**src/core/bfo_regs.vh**
```
`ifndef BFO_REGS_VH
`define BFO_REGS_VH

// ----------------------------------------------------------------------------
// Status flag positions
// ----------------------------------------------------------------------------
`define BFO_FLAG_C 3'd0
`define BFO_FLAG_Z 3'd1
`define BFO_FLAG_N 3'd2
`define BFO_FLAG_V 3'd3
`define BFO_FLAG_S 3'd4
`define BFO_FLAG_H 3'd5
`define BFO_FLAG_T 3'd6
`define BFO_FLAG_I 3'd7

// ----------------------------------------------------------------------------
// Operation codes
// ----------------------------------------------------------------------------
`define BFO_OP_NOP          4'h0
`define BFO_OP_FORCE_HIGH   4'h1
`define BFO_OP_FORCE_LOW    4'h2
`define BFO_OP_REG_TO_T     4'h3
`define BFO_OP_T_TO_REG     4'h4
`define BFO_OP_SWAP         4'h5
`define BFO_OP_SLEEP        4'h6
`define BFO_OP_WDOG_RESTART 4'h7
`define BFO_OP_OVF_RAISE    4'h8
`define BFO_OP_OVF_DROP     4'h9
`define BFO_OP_HALF_RAISE   4'ha
`define BFO_OP_HALF_DROP    4'hb
`define BFO_OP_SIGN_RAISE   4'hc
`define BFO_OP_SIGN_DROP    4'hd

// ----------------------------------------------------------------------------
// Reset values
// ----------------------------------------------------------------------------
`define BFO_FLAGS_RESET 8'h00
`define BFO_DATA_RESET  8'h00

`endif

```
**src/core/bfo_unit.v**
```verilog
// What this block does
// - Bit-to-transfer copies source bit b into T, only T changes, one cycle.
// - Transfer-to-bit writes T into destination bit b, flags unchanged, one cycle.
// - Overflow raise sets V to one only, one cycle.
// - Overflow drop clears V to zero only, one cycle.
// - Half-carry raise sets H to one only, one cycle.
// - Half-carry drop clears H to zero only, one cycle.
// - Signed-test raise sets S to one only, one cycle.
// - Signed-test drop clears S to zero only, one cycle.
// - Sleep issues in one cycle, flags unchanged, sleep request pulsed.
// - Watchdog restart issues in one cycle, flags unchanged, restart pulsed.
`default_nettype none
`include "bfo_regs.vh"

module bfo_unit (
    input  wire       clk,
    input  wire       rst,
    input  wire       op_valid,
    input  wire [3:0] op_code,
    input  wire [2:0] op_sel,
    input  wire [7:0] reg_in,
    input  wire       flags_load,
    input  wire [7:0] flags_load_value,
    output reg  [7:0] core_flag_register,
    output reg  [7:0] reg_out,
    output reg        reg_write,
    output reg        sleep_req,
    output reg        watchdog_restart,
    output reg        op_done
);

// ----------------------------------------------------------------------------
// Helpers
// ----------------------------------------------------------------------------
    // One-hot mask for a bit position, used for flags and register bits.
    function [7:0] bit_mask;
        input [2:0] pos;
        begin
            bit_mask = 8'h01 << pos;
        end
    endfunction

    // Returns the word with one bit replaced by the given value.
    function [7:0] put_bit;
        input [7:0] word;
        input [2:0] pos;
        input       val;
        begin
            put_bit = val ? (word | bit_mask(pos)) : (word & ~bit_mask(pos));
        end
    endfunction

    // True when a valid instruction carries the wanted operation code.
    function op_is;
        input       valid;
        input [3:0] code;
        input [3:0] want;
        begin
            op_is = valid && (code == want);
        end
    endfunction

// ----------------------------------------------------------------------------
// Operation decode
// ----------------------------------------------------------------------------
    // Flag instructions.
    wire do_force_high = op_is(op_valid, op_code, `BFO_OP_FORCE_HIGH);
    wire do_force_low  = op_is(op_valid, op_code, `BFO_OP_FORCE_LOW);
    wire do_reg_to_t   = op_is(op_valid, op_code, `BFO_OP_REG_TO_T);
    wire do_ovf_raise  = op_is(op_valid, op_code, `BFO_OP_OVF_RAISE);
    wire do_ovf_drop   = op_is(op_valid, op_code, `BFO_OP_OVF_DROP);
    wire do_half_raise = op_is(op_valid, op_code, `BFO_OP_HALF_RAISE);
    wire do_half_drop  = op_is(op_valid, op_code, `BFO_OP_HALF_DROP);
    wire do_sign_raise = op_is(op_valid, op_code, `BFO_OP_SIGN_RAISE);
    wire do_sign_drop  = op_is(op_valid, op_code, `BFO_OP_SIGN_DROP);

    // Register result instructions.
    wire do_t_to_reg   = op_is(op_valid, op_code, `BFO_OP_T_TO_REG);
    wire do_swap       = op_is(op_valid, op_code, `BFO_OP_SWAP);

    // Issue-only instructions; no-operation and the spare codes only pulse op_done.
    wire do_sleep      = op_is(op_valid, op_code, `BFO_OP_SLEEP);
    wire do_wdog       = op_is(op_valid, op_code, `BFO_OP_WDOG_RESTART);

// ----------------------------------------------------------------------------
// Flag write selection
// ----------------------------------------------------------------------------
    // Every flag instruction touches exactly one flag: a one-hot enable and its value.
    reg [7:0] flag_we;
    reg [7:0] flag_wv;

    always @* begin
        flag_we = 8'h00;
        flag_wv = 8'h00;

        if (do_force_high) begin
            flag_we = bit_mask(op_sel);
            flag_wv = 8'hff;
        end

        if (do_force_low) begin
            flag_we = bit_mask(op_sel);
            flag_wv = 8'h00;
        end

        if (do_reg_to_t) begin
            flag_we = bit_mask(`BFO_FLAG_T);
            flag_wv = {8{reg_in[op_sel]}};
        end

        if (do_ovf_raise) begin
            flag_we = bit_mask(`BFO_FLAG_V);
            flag_wv = 8'hff;
        end

        if (do_ovf_drop) begin
            flag_we = bit_mask(`BFO_FLAG_V);
            flag_wv = 8'h00;
        end

        if (do_half_raise) begin
            flag_we = bit_mask(`BFO_FLAG_H);
            flag_wv = 8'hff;
        end

        if (do_half_drop) begin
            flag_we = bit_mask(`BFO_FLAG_H);
            flag_wv = 8'h00;
        end

        if (do_sign_raise) begin
            flag_we = bit_mask(`BFO_FLAG_S);
            flag_wv = 8'hff;
        end

        if (do_sign_drop) begin
            flag_we = bit_mask(`BFO_FLAG_S);
            flag_wv = 8'h00;
        end
    end

// ----------------------------------------------------------------------------
// Flag next values
// ----------------------------------------------------------------------------
    // A flag instruction wins over a load from the rest of the core in the same cycle.
    wire       take_load = flags_load && (flag_we == 8'h00);
    wire [7:0] next_flags;

    // Each flag picks, in order: its instruction, the core's load (only when no flag instruction issues), its own value.
    genvar gi;
    generate
        for (gi = 0; gi < 8; gi = gi + 1) begin : g_flag
            assign next_flags[gi] = flag_we[gi] ? flag_wv[gi] :
                                    take_load   ? flags_load_value[gi] :
                                                  core_flag_register[gi];
        end
    endgenerate

// ----------------------------------------------------------------------------
// Register result and pulses
// ----------------------------------------------------------------------------
    reg  [7:0] next_reg_out;
    reg        next_reg_write;
    wire       next_sleep = do_sleep;
    wire       next_wdog  = do_wdog;
    wire       next_done  = op_valid;

    // The result holds its last value; only reg_write marks a new one.
    always @* begin
        next_reg_out   = reg_out;
        next_reg_write = 1'b0;

        if (do_t_to_reg) begin
            next_reg_out   = put_bit(reg_in, op_sel, core_flag_register[`BFO_FLAG_T]);
            next_reg_write = 1'b1;
        end

        if (do_swap) begin
            next_reg_out   = {reg_in[3:0], reg_in[7:4]};
            next_reg_write = 1'b1;
        end
    end

// ----------------------------------------------------------------------------
// Status flags register
// ----------------------------------------------------------------------------
    always @(posedge clk or posedge rst) begin
        if (rst) begin
            core_flag_register <= `BFO_FLAGS_RESET;
        end else begin
            core_flag_register <= next_flags;
        end
    end

// ----------------------------------------------------------------------------
// Register result
// ----------------------------------------------------------------------------
    always @(posedge clk or posedge rst) begin
        if (rst) begin
            reg_out   <= `BFO_DATA_RESET;
            reg_write <= 1'b0;
        end else begin
            reg_out   <= next_reg_out;
            reg_write <= next_reg_write;
        end
    end

// ----------------------------------------------------------------------------
// Issue pulses
// ----------------------------------------------------------------------------
    always @(posedge clk or posedge rst) begin
        if (rst) begin
            sleep_req        <= 1'b0;
            watchdog_restart <= 1'b0;
            op_done          <= 1'b0;
        end else begin
            sleep_req        <= next_sleep;
            watchdog_restart <= next_wdog;
            op_done          <= next_done;
        end
    end

endmodule // bfo_unit
`default_nettype wire

```
**config.mk**
```make
export PLATFORM = sky130hd
export DESIGN_NAME = bfo_unit
export DESIGN_NICKNAME = d
export VERILOG_FILES = /design/src/core/bfo_unit.v
export VERILOG_INCLUDE_DIRS = /design/src /design/src/core
export SDC_FILE = /design/constraint.sdc
export NUM_CORES = 1
export LEC_CHECK = 0
export ABC_AREA = 0
export ABC_CLOCK_PERIOD_IN_PS = 1380
export BUFFER_PORTS_ARGS = -buffer_cell sky130_fd_sc_hd__buf_2
export CORE_MARGIN = 8
export CORE_UTILIZATION = 31
export CTS_BUF_LIST = sky130_fd_sc_hd__clkbuf_16
export DETAILED_ROUTE_END_ITERATION = 10
export GPL_ROUTABILITY_DRIVEN = 1
export SLEW_MARGIN = 20
export SYNTH_ARGS = -nofsm -noshare
export SYNTH_HDL_FRONTEND = slang
export SYNTH_SLANG_ARGS = --single-unit
```
**constraint.sdc**
```tcl
create_clock -name clk -period 1.38 [get_ports clk]
set_input_delay 0.069 -clock clk [delete_from_list [all_inputs] [get_ports clk]]
set_output_delay 0.069 -clock clk [all_outputs]
set_load 0.02 [all_outputs]
```
==> metrics.yaml, run 1 <==
grt:
  first_global_vias: 1404
  grt_use_met2_pct: 17.3
  grt_use_total_pct: 11.3
  grt_antenna_before_repair: 0
  grt.busiest_layer: "met2"
  grt_max_degree: 21
  grt_overflow: 0
  grtUsageMet3_pct: 3.51
  met1_usage_pct: 14.7
  grt_first_pass_wirelength_um: 6700
cts:
  cts_num_sinks: 20
  cts_buffer_depth: 2
  path_clk_slew_ps: 60
  htreeDepth: 1
  cts_tree: "yes"
  clkLatencyLatePin_ps: 250
  cts_made_buffers: 3
  cts_root_buf: "clkbuf_16"
yosys:
  ys_seq_area_share_pct: 34.5
  syn-instance-count: 167
  netlist_area_um2: 1450
  synth.area.top_cells: "dfrtp_1 (35%), mux2i_1 (4.8%), o21ai_0 (4.5%), nand2_1 (3.9%), a21oi_1 (3.8%)"
  synthArstFlopShare_pct: 100
  avgSynthCellArea_um2: 8.68
  synth_edf_count: 0
  yosysWarnings: 0
  yosys.area.top_type_share_pct: 34.5
  yosysTopAreaCell: "dfrtp_1"
  syn_nets: 194
  yosys-top-cells-count: "dfrtp_1 (20), nand2_1 (15), o21ai_0 (13), nor2_1 (12), a21oi_1 (11)"
  synth_most_common_cell: "dfrtp_1"
  ys_ff_latch: 20
  synthDistinctLibCells: 44
  synth_ff_type: "dfrtp_1"
floorplanning:
  row_count: 25
  die_area_um2: 7120
  core_area_um2: 4630
  io_pins: 47
  die_y_um: 84.4
  start_util_pct: 31.3
  die_w_um: 84.4
flow_run:
  maxCapViolCount: 0
drt:
  routed_wl_um: 4210
  dr.pass1.iters: 4
  drt-initial-drc-count: 66
  routed-via-count: 1448
  post_drt_wl_per_cell_um: 14.8
  drcViolationCount: 0
  via_per_inst: 5.08
  postRouteAntennaNets: 0
timing:
  maxSlewHeadroom_pct: 75.7
  clock.fmax_mhz: 786
  finalMaxSlewViolations: 0
  setup_slack_ps: 108
  setup_violations: 0
  worst-slew-pin-transition_ps: 365
  period_needed_ps: 1270
  period_share_pct: 92.2
  finalHoldViolations: 0
  finalClockSkew_ps: 3.15
worst_setup_path:
  critical_path_class: "primary input to register"
  arrival_ps: 1430
  start_kind: "primary input"
  cp.required_ps: 1540
  endpoint_kind: "register"
  cp_max_fo: 6
  cp_cell_sequence: "buf_2 > or4b_4 > o22ai_4 > o21a_4 > nor3_2 > o311ai_1"
  crit_path_top_delay_cell: "or4b_4"
  slowest_delay_ps: 530
outcome:
  status: "finished, final reports clean"
placed_design:
  dp_hpwl_um: 3190
  gp_congestion: 0.809
  place_ws_ps: -202
  io_buffers: 46
finish:
  syn2layout_area_growth_pct: 38.9
  nFillCells: 482
  num-nets-final: 259
  drive_above_1_share_pct: 41.1
  antennaDiodeCount: 0
power:
  total_power_mw: 2.15
  ir_drop_mv: 0.468
  power_density_nw_per_um2: 1070
  leakage_nw: 0.945
min_path:
  min_path_type: "primary input to register"
## cell families (layout without fill, tap and decap cells)
| logic type | Yosys count | after routing | synth area share [%] |
|---|---|---|---|
| simple gates | 68 | 68 | 26.6 |
| buf+inv | 19 | 83 | 6.13 |
| mux | 9 | 9 | 7.17 |
| compound gates | 50 | 50 | 25.0 |
| flops | 20 | 20 | 34.5 |
| xor+xnor | 1 | 1 | 0.605 |
## layer usage
metal | vias up | part of all wire, %
met4 | 0 | 0.81
li1 | 747 | -
met3 | 4 | 5.8
met2 | 35 | 43
met1 | 662 | 50
met5 | - | 0
## cell type report
class / count / area [um^2] / share of cell area [%]
inverters: 6 / 22.5 / 1.12
clock buffers: 3 / 75.1 / 3.73
clock inverters: 1 / 30.0 / 1.49
repair buffers: 73 / 435 / 21.6
multi-input cells: 128 / 882 / 43.8
flip-flops and latches: 20 / 500 / 24.9
well taps: 54 / 67.6 / 3.36
## flip-flops by register name, summed over array words and instances (netlist names)
signal / cells
core_flag_register: 8
reg_out: 8
op_done: 1
reg_write: 1
sleep_req: 1
watchdog_restart: 1
## path summary, 6_finish.rpt
| path | end | slack, ps | startpoint | cells after the start |
|---|---|---|---|---|
| hold / removal | op_done$_DFF_PP0_ | 80 | op_valid | 2 |
| max in group asynchronous | op_done$_DFF_PP0_ | 780 | rst | 4 |
| min in group asynchronous | core_flag_register[7]$_DFFE_PP0P_ | 380 | rst | 4 |
| setup / recovery | core_flag_register[0]$_DFFE_PP0P_ | 110 | op_code[3] | 6 |
| hold reg to reg | reg_out[1]$_DFFE_PP0P_ | 470 | reg_out[1]$_DFFE_PP0P_ | 2 |
| setup reg to reg | reg_out[5]$_DFFE_PP0P_ | 310 | core_flag_register[6]$_DFFE_PP0P_ | 4 |
## worst max-delay path, delay by kind of cell
kind / cells / cell delay [ps]
compound gates: 3 / 630
simple gates: 2 / 590
buf+inv: 1 / 140
## through the flow
step / area (um^2) / utilization [%] / instances / hold WS (ps) / setup TNS (ps)
after detailed placement: 1880 / 40.7 / 280 / 121 / -1160
after CTS: 2000 / 43.2 / 285 / 75.7 / 0
final: 2010 / 43.5 / 285 / 76.1 / 0
after floorplan: 1460 / - / 167 / 32.8 / -140
after global placement: 1880 / 40.7 / 280 / 112 / -994
after global routing: 2010 / 43.5 / 285 / 88.0 / -45.0
## report_power, final
| group | total (mW) | internal, mW | switching [mW] | leakage [nW] |
|---|---|---|---|---|
| clock network | 0.814 | 0.576 | 0.238 | 0.0511 |
| registers | 0.726 | 0.673 | 0.0526 | 0.253 |
| logic | 0.610 | 0.249 | 0.361 | 0.641 |
| total | 2.15 | 1.50 | 0.652 | 0.945 |
## layout by cell type, fill, tap and decap left out, drive strengths merged, types with 2 or more instances in the layout
master,n
nor2b,4
nand3b,3
a31oi,5
nor3b,4
nand4,8
o31ai,3
buf,72
dfrtp,20
nor2,12
o211ai,3
a21oi,11
inv,6
nand3,7
nand2,15
o21ai,16
nor3,9
o21a,3
o311ai,3
clkbuf,3
mux2i,7
or3b,2
## timing repair
item	in CTS	in global routing
hold buffers	1	0
hold endpoints to repair	20	0
resized for setup	0	3
setup endpoints to repair	0	6
setup buffers	0	0
(Power assumes the default switching activity.)
==> run 2, diff against run 1 <==
Settings changed: CORE_MARGIN 8 to 5, RECOVER_POWER from default to 50, SLEW_MARGIN 20 to default.
==> run 2 against run 1 <==
Via count down 0.69%. Worst setup slack worse by 42 ps. Non-clock buffer count up 1. Utilization up 1.1 points. Sequential power about the same. Final area down 1.5%. Clock-buffer cell count unchanged. Clock skew up 2.9 ps. Combinational power down 1%. Power down 10%. Die area down 14%. Critical path type unchanged. Critical endpoint unchanged.
==> metrics.yaml, run 2 (synthesized netlist as in run 1, its figures left out) <==
worst_setup_path:
  cp.required_ps: 1520  # -20 ps
  r2r-end: "reg_out[5]$_DFFE_PP0P_"
  critical_path_class: "primary input to register"
  path_delay_family: "compound AO/OA/AOI/OAI gates"
  cp_cell_sequence: "buf_2 > or4b_4 > o22ai_4 > o21a_4 > nor3_2 > o311ai_1"
  worstReg2RegStart: "core_flag_register[6]$_DFFE_PP0P_"
  regToRegSetupSlack_ps: 300  # about the same
  arrival_ps: 1450  # +20 ps
  path_buf_inv: 1  # unchanged
  slowest_delay_ps: 540  # about the same
  cp_max_fo: 4  # -2
  endpoint_kind: "register"
  worst_r2r_path_depth: 4  # unchanged
  crit_path_top_delay_cell: "or4b_4"
  start_kind: "primary input"
floorplanning:
  core_area_um2: 4440  # -4.0%
  die_w_um: 78.4  # -7.1%
  row_count: 24  # -4.0%
  die_area_um2: 6140  # -14%
  io_pins: 47  # unchanged
  die_y_um: 78.4  # -7.1%
  start_util_pct: 32.6  # +1.3 points
finish:
  final_cell_mix: "buf_2 (40), buf_4 (23), dfrtp_1 (20)"
  final_core_util_pct: 44.6  # +1.1 points
  num-nets-final: 260  # +0.39%
  syn2layout_area_growth_pct: 36.9
  antennaDiodeCount: 0  # unchanged
  reg.largest.list: "core_flag_register: 8 flops, reg_out: 8 flops"
  drive_above_1_share_pct: 37.7  # -3.5 points
  layout_commonest_cell: "buf_2"
drt:
  postRouteAntennaNets: 0  # unchanged
  drt-initial-drc-count: 65  # -1.5%
  dr.pass1.iters: 4  # unchanged
  via_per_inst: 5.08  # about the same
  routed_wl_um: 3940  # -6.5%
  post_drt_wl_per_cell_um: 13.9  # -5.9%
  drcViolationCount: 0  # unchanged
  routed-via-count: 1438  # -0.69%
timing:
  finalClockSkew_ps: 6.02  # +2.87 ps
  finalHoldViolations: 0  # unchanged
  setup_violations: 0  # unchanged
  period_share_pct: 95.3  # +3.1 points
  worst-slew-pin-transition_ps: 540  # +176 ps
  finalSetupTns_ps: 0  # unchanged
  maxSlewHeadroom_pct: 64.0  # -12 points
  rsz0062_at_grt: "yes"
  period_needed_ps: 1310  # +42.4 ps
  clock.fmax_mhz: 761  # -3.2%
  finalMaxSlewViolations: 0  # unchanged
grt:
  first_global_vias: 1393  # -0.78%
  grt_first_pass_wirelength_um: 6600  # -1.5%
  grt_max_degree: 21  # unchanged
  grt_overflow: 0  # unchanged
  grt_use_total_pct: 13.1  # +1.8 points
  grt_antenna_before_repair: 0  # unchanged
cts:
  path_clk_slew_ps: 60  # about the same
  cts_made_buffers: 3  # unchanged
  htreeDepth: 1  # unchanged
  cts_tree: "yes"
  cts_root_buf: "clkbuf_16"
  clkLatencyLatePin_ps: 250  # about the same
  cts_setup_buffers: 0  # unchanged
  cts_buffer_depth: 2  # unchanged
  cts_num_sinks: 20  # unchanged
min_path:
  min_path_type: "primary input to register"
  holdCritStartpoint: "flags_load_value[6]"
  whs_endpoint: "core_flag_register[6]$_DFFE_PP0P_"
  hold_depth: 3  # +1
placed_design:
  gp_congestion: 0.834  # +3.2%
  io_buffers: 46  # unchanged
  dp_hpwl_um: 3050  # -4.4%
power:
  power_density_nw_per_um2: 971  # -9.0%
  leakage_nw: 0.910  # -3.7%
  ir_drop_mv: 0.434  # -7.3%
outcome:
  status: "finished, final reports clean"
flow_run:
  maxCapViolCount: 0  # unchanged
-- run 2: cell types whose count changed in the layout (fill, tap and decap cells not counted), sizes merged --
| cell | before | now |
|---|---|---|
| buf | 72 | 64 |
| bufinv | 1 | 0 |
| clkbuf | 3 | 12 |
-- run 2: cell type report --
cell class / instances / area (um^2)
clock buffer: 3 / 75.1
tap: 52 / 65.1
fill: 467 / 2460
sequential: 20 / 500
inverter: 6 / 22.5
multi-input combinational: 128 / 882
timing repair buffer: 74 / 438
-- run 2: worst register-to-register path: cells and delay by family (launching register included) --
kind	cells	cell delay, ps
AO/OA/AOI/OAI	3	350
flip-flops	1	540
AND/OR/NAND/NOR	1	110
-- run 2: where the power goes --
part | internal [mW] | switching, mW
logic | 0.246 | 0.356
clock network | 0.382 | 0.215
registers | 0.674 | 0.0535
-- run 2: routing by layer --
| layer | track usage [%] | vias to the layer above | share of wire (%) |
|---|---|---|---|
| met5 | 0 | - | 0 |
| met1 | 19.7 | 643 | 51 |
| li1 | - | 748 | - |
| met2 | 18.6 | 44 | 42 |
| met4 | 4.20 | 0 | 0.91 |
| met3 | 2.52 | 3 | 5.7 |
-- run 2: timing repair --
action                                  in CTS  in global routing
endpoints found under the setup margin       0                  5
gates resized for setup                      0                  4
hold buffers                                 1                  0
endpoints found under the hold margin       20                  0
-- run 2: how the worst max path moves through the flow --
stage,startpoint,end,cells past startpoint
global route,op_code[0],core_flag_register[0]$_DFFE_PP0P_,6
finish,op_code[0],core_flag_register[0]$_DFFE_PP0P_,6
floorplan,op_code[0],core_flag_register[0]$_DFFE_PP0P_,6
global placement,op_code[0],core_flag_register[1]$_DFFE_PP0P_,6
detailed placement,op_code[0],core_flag_register[0]$_DFFE_PP0P_,6
CTS,op_code[0],core_flag_register[0]$_DFFE_PP0P_,6
-- run 2: through the flow --
stage / instances / hold slack, ps / power, mW / setup WS (ps) / instance area [um^2]
after floorplan: 167 / 32.8 / 1.09 / -62.9 / 1460
after global placement: 279 / 110 / 1.34 / -129 / 1910
after detailed placement: 279 / 126 / 1.35 / -176 / 1910
after CTS: 283 / 78.7 / 1.96 / 60.1 / 2000
after global routing: 283 / 87.3 / 2.03 / -1.49 / 1980
final: 283 / 82.7 / 1.93 / 65.4 / 1980
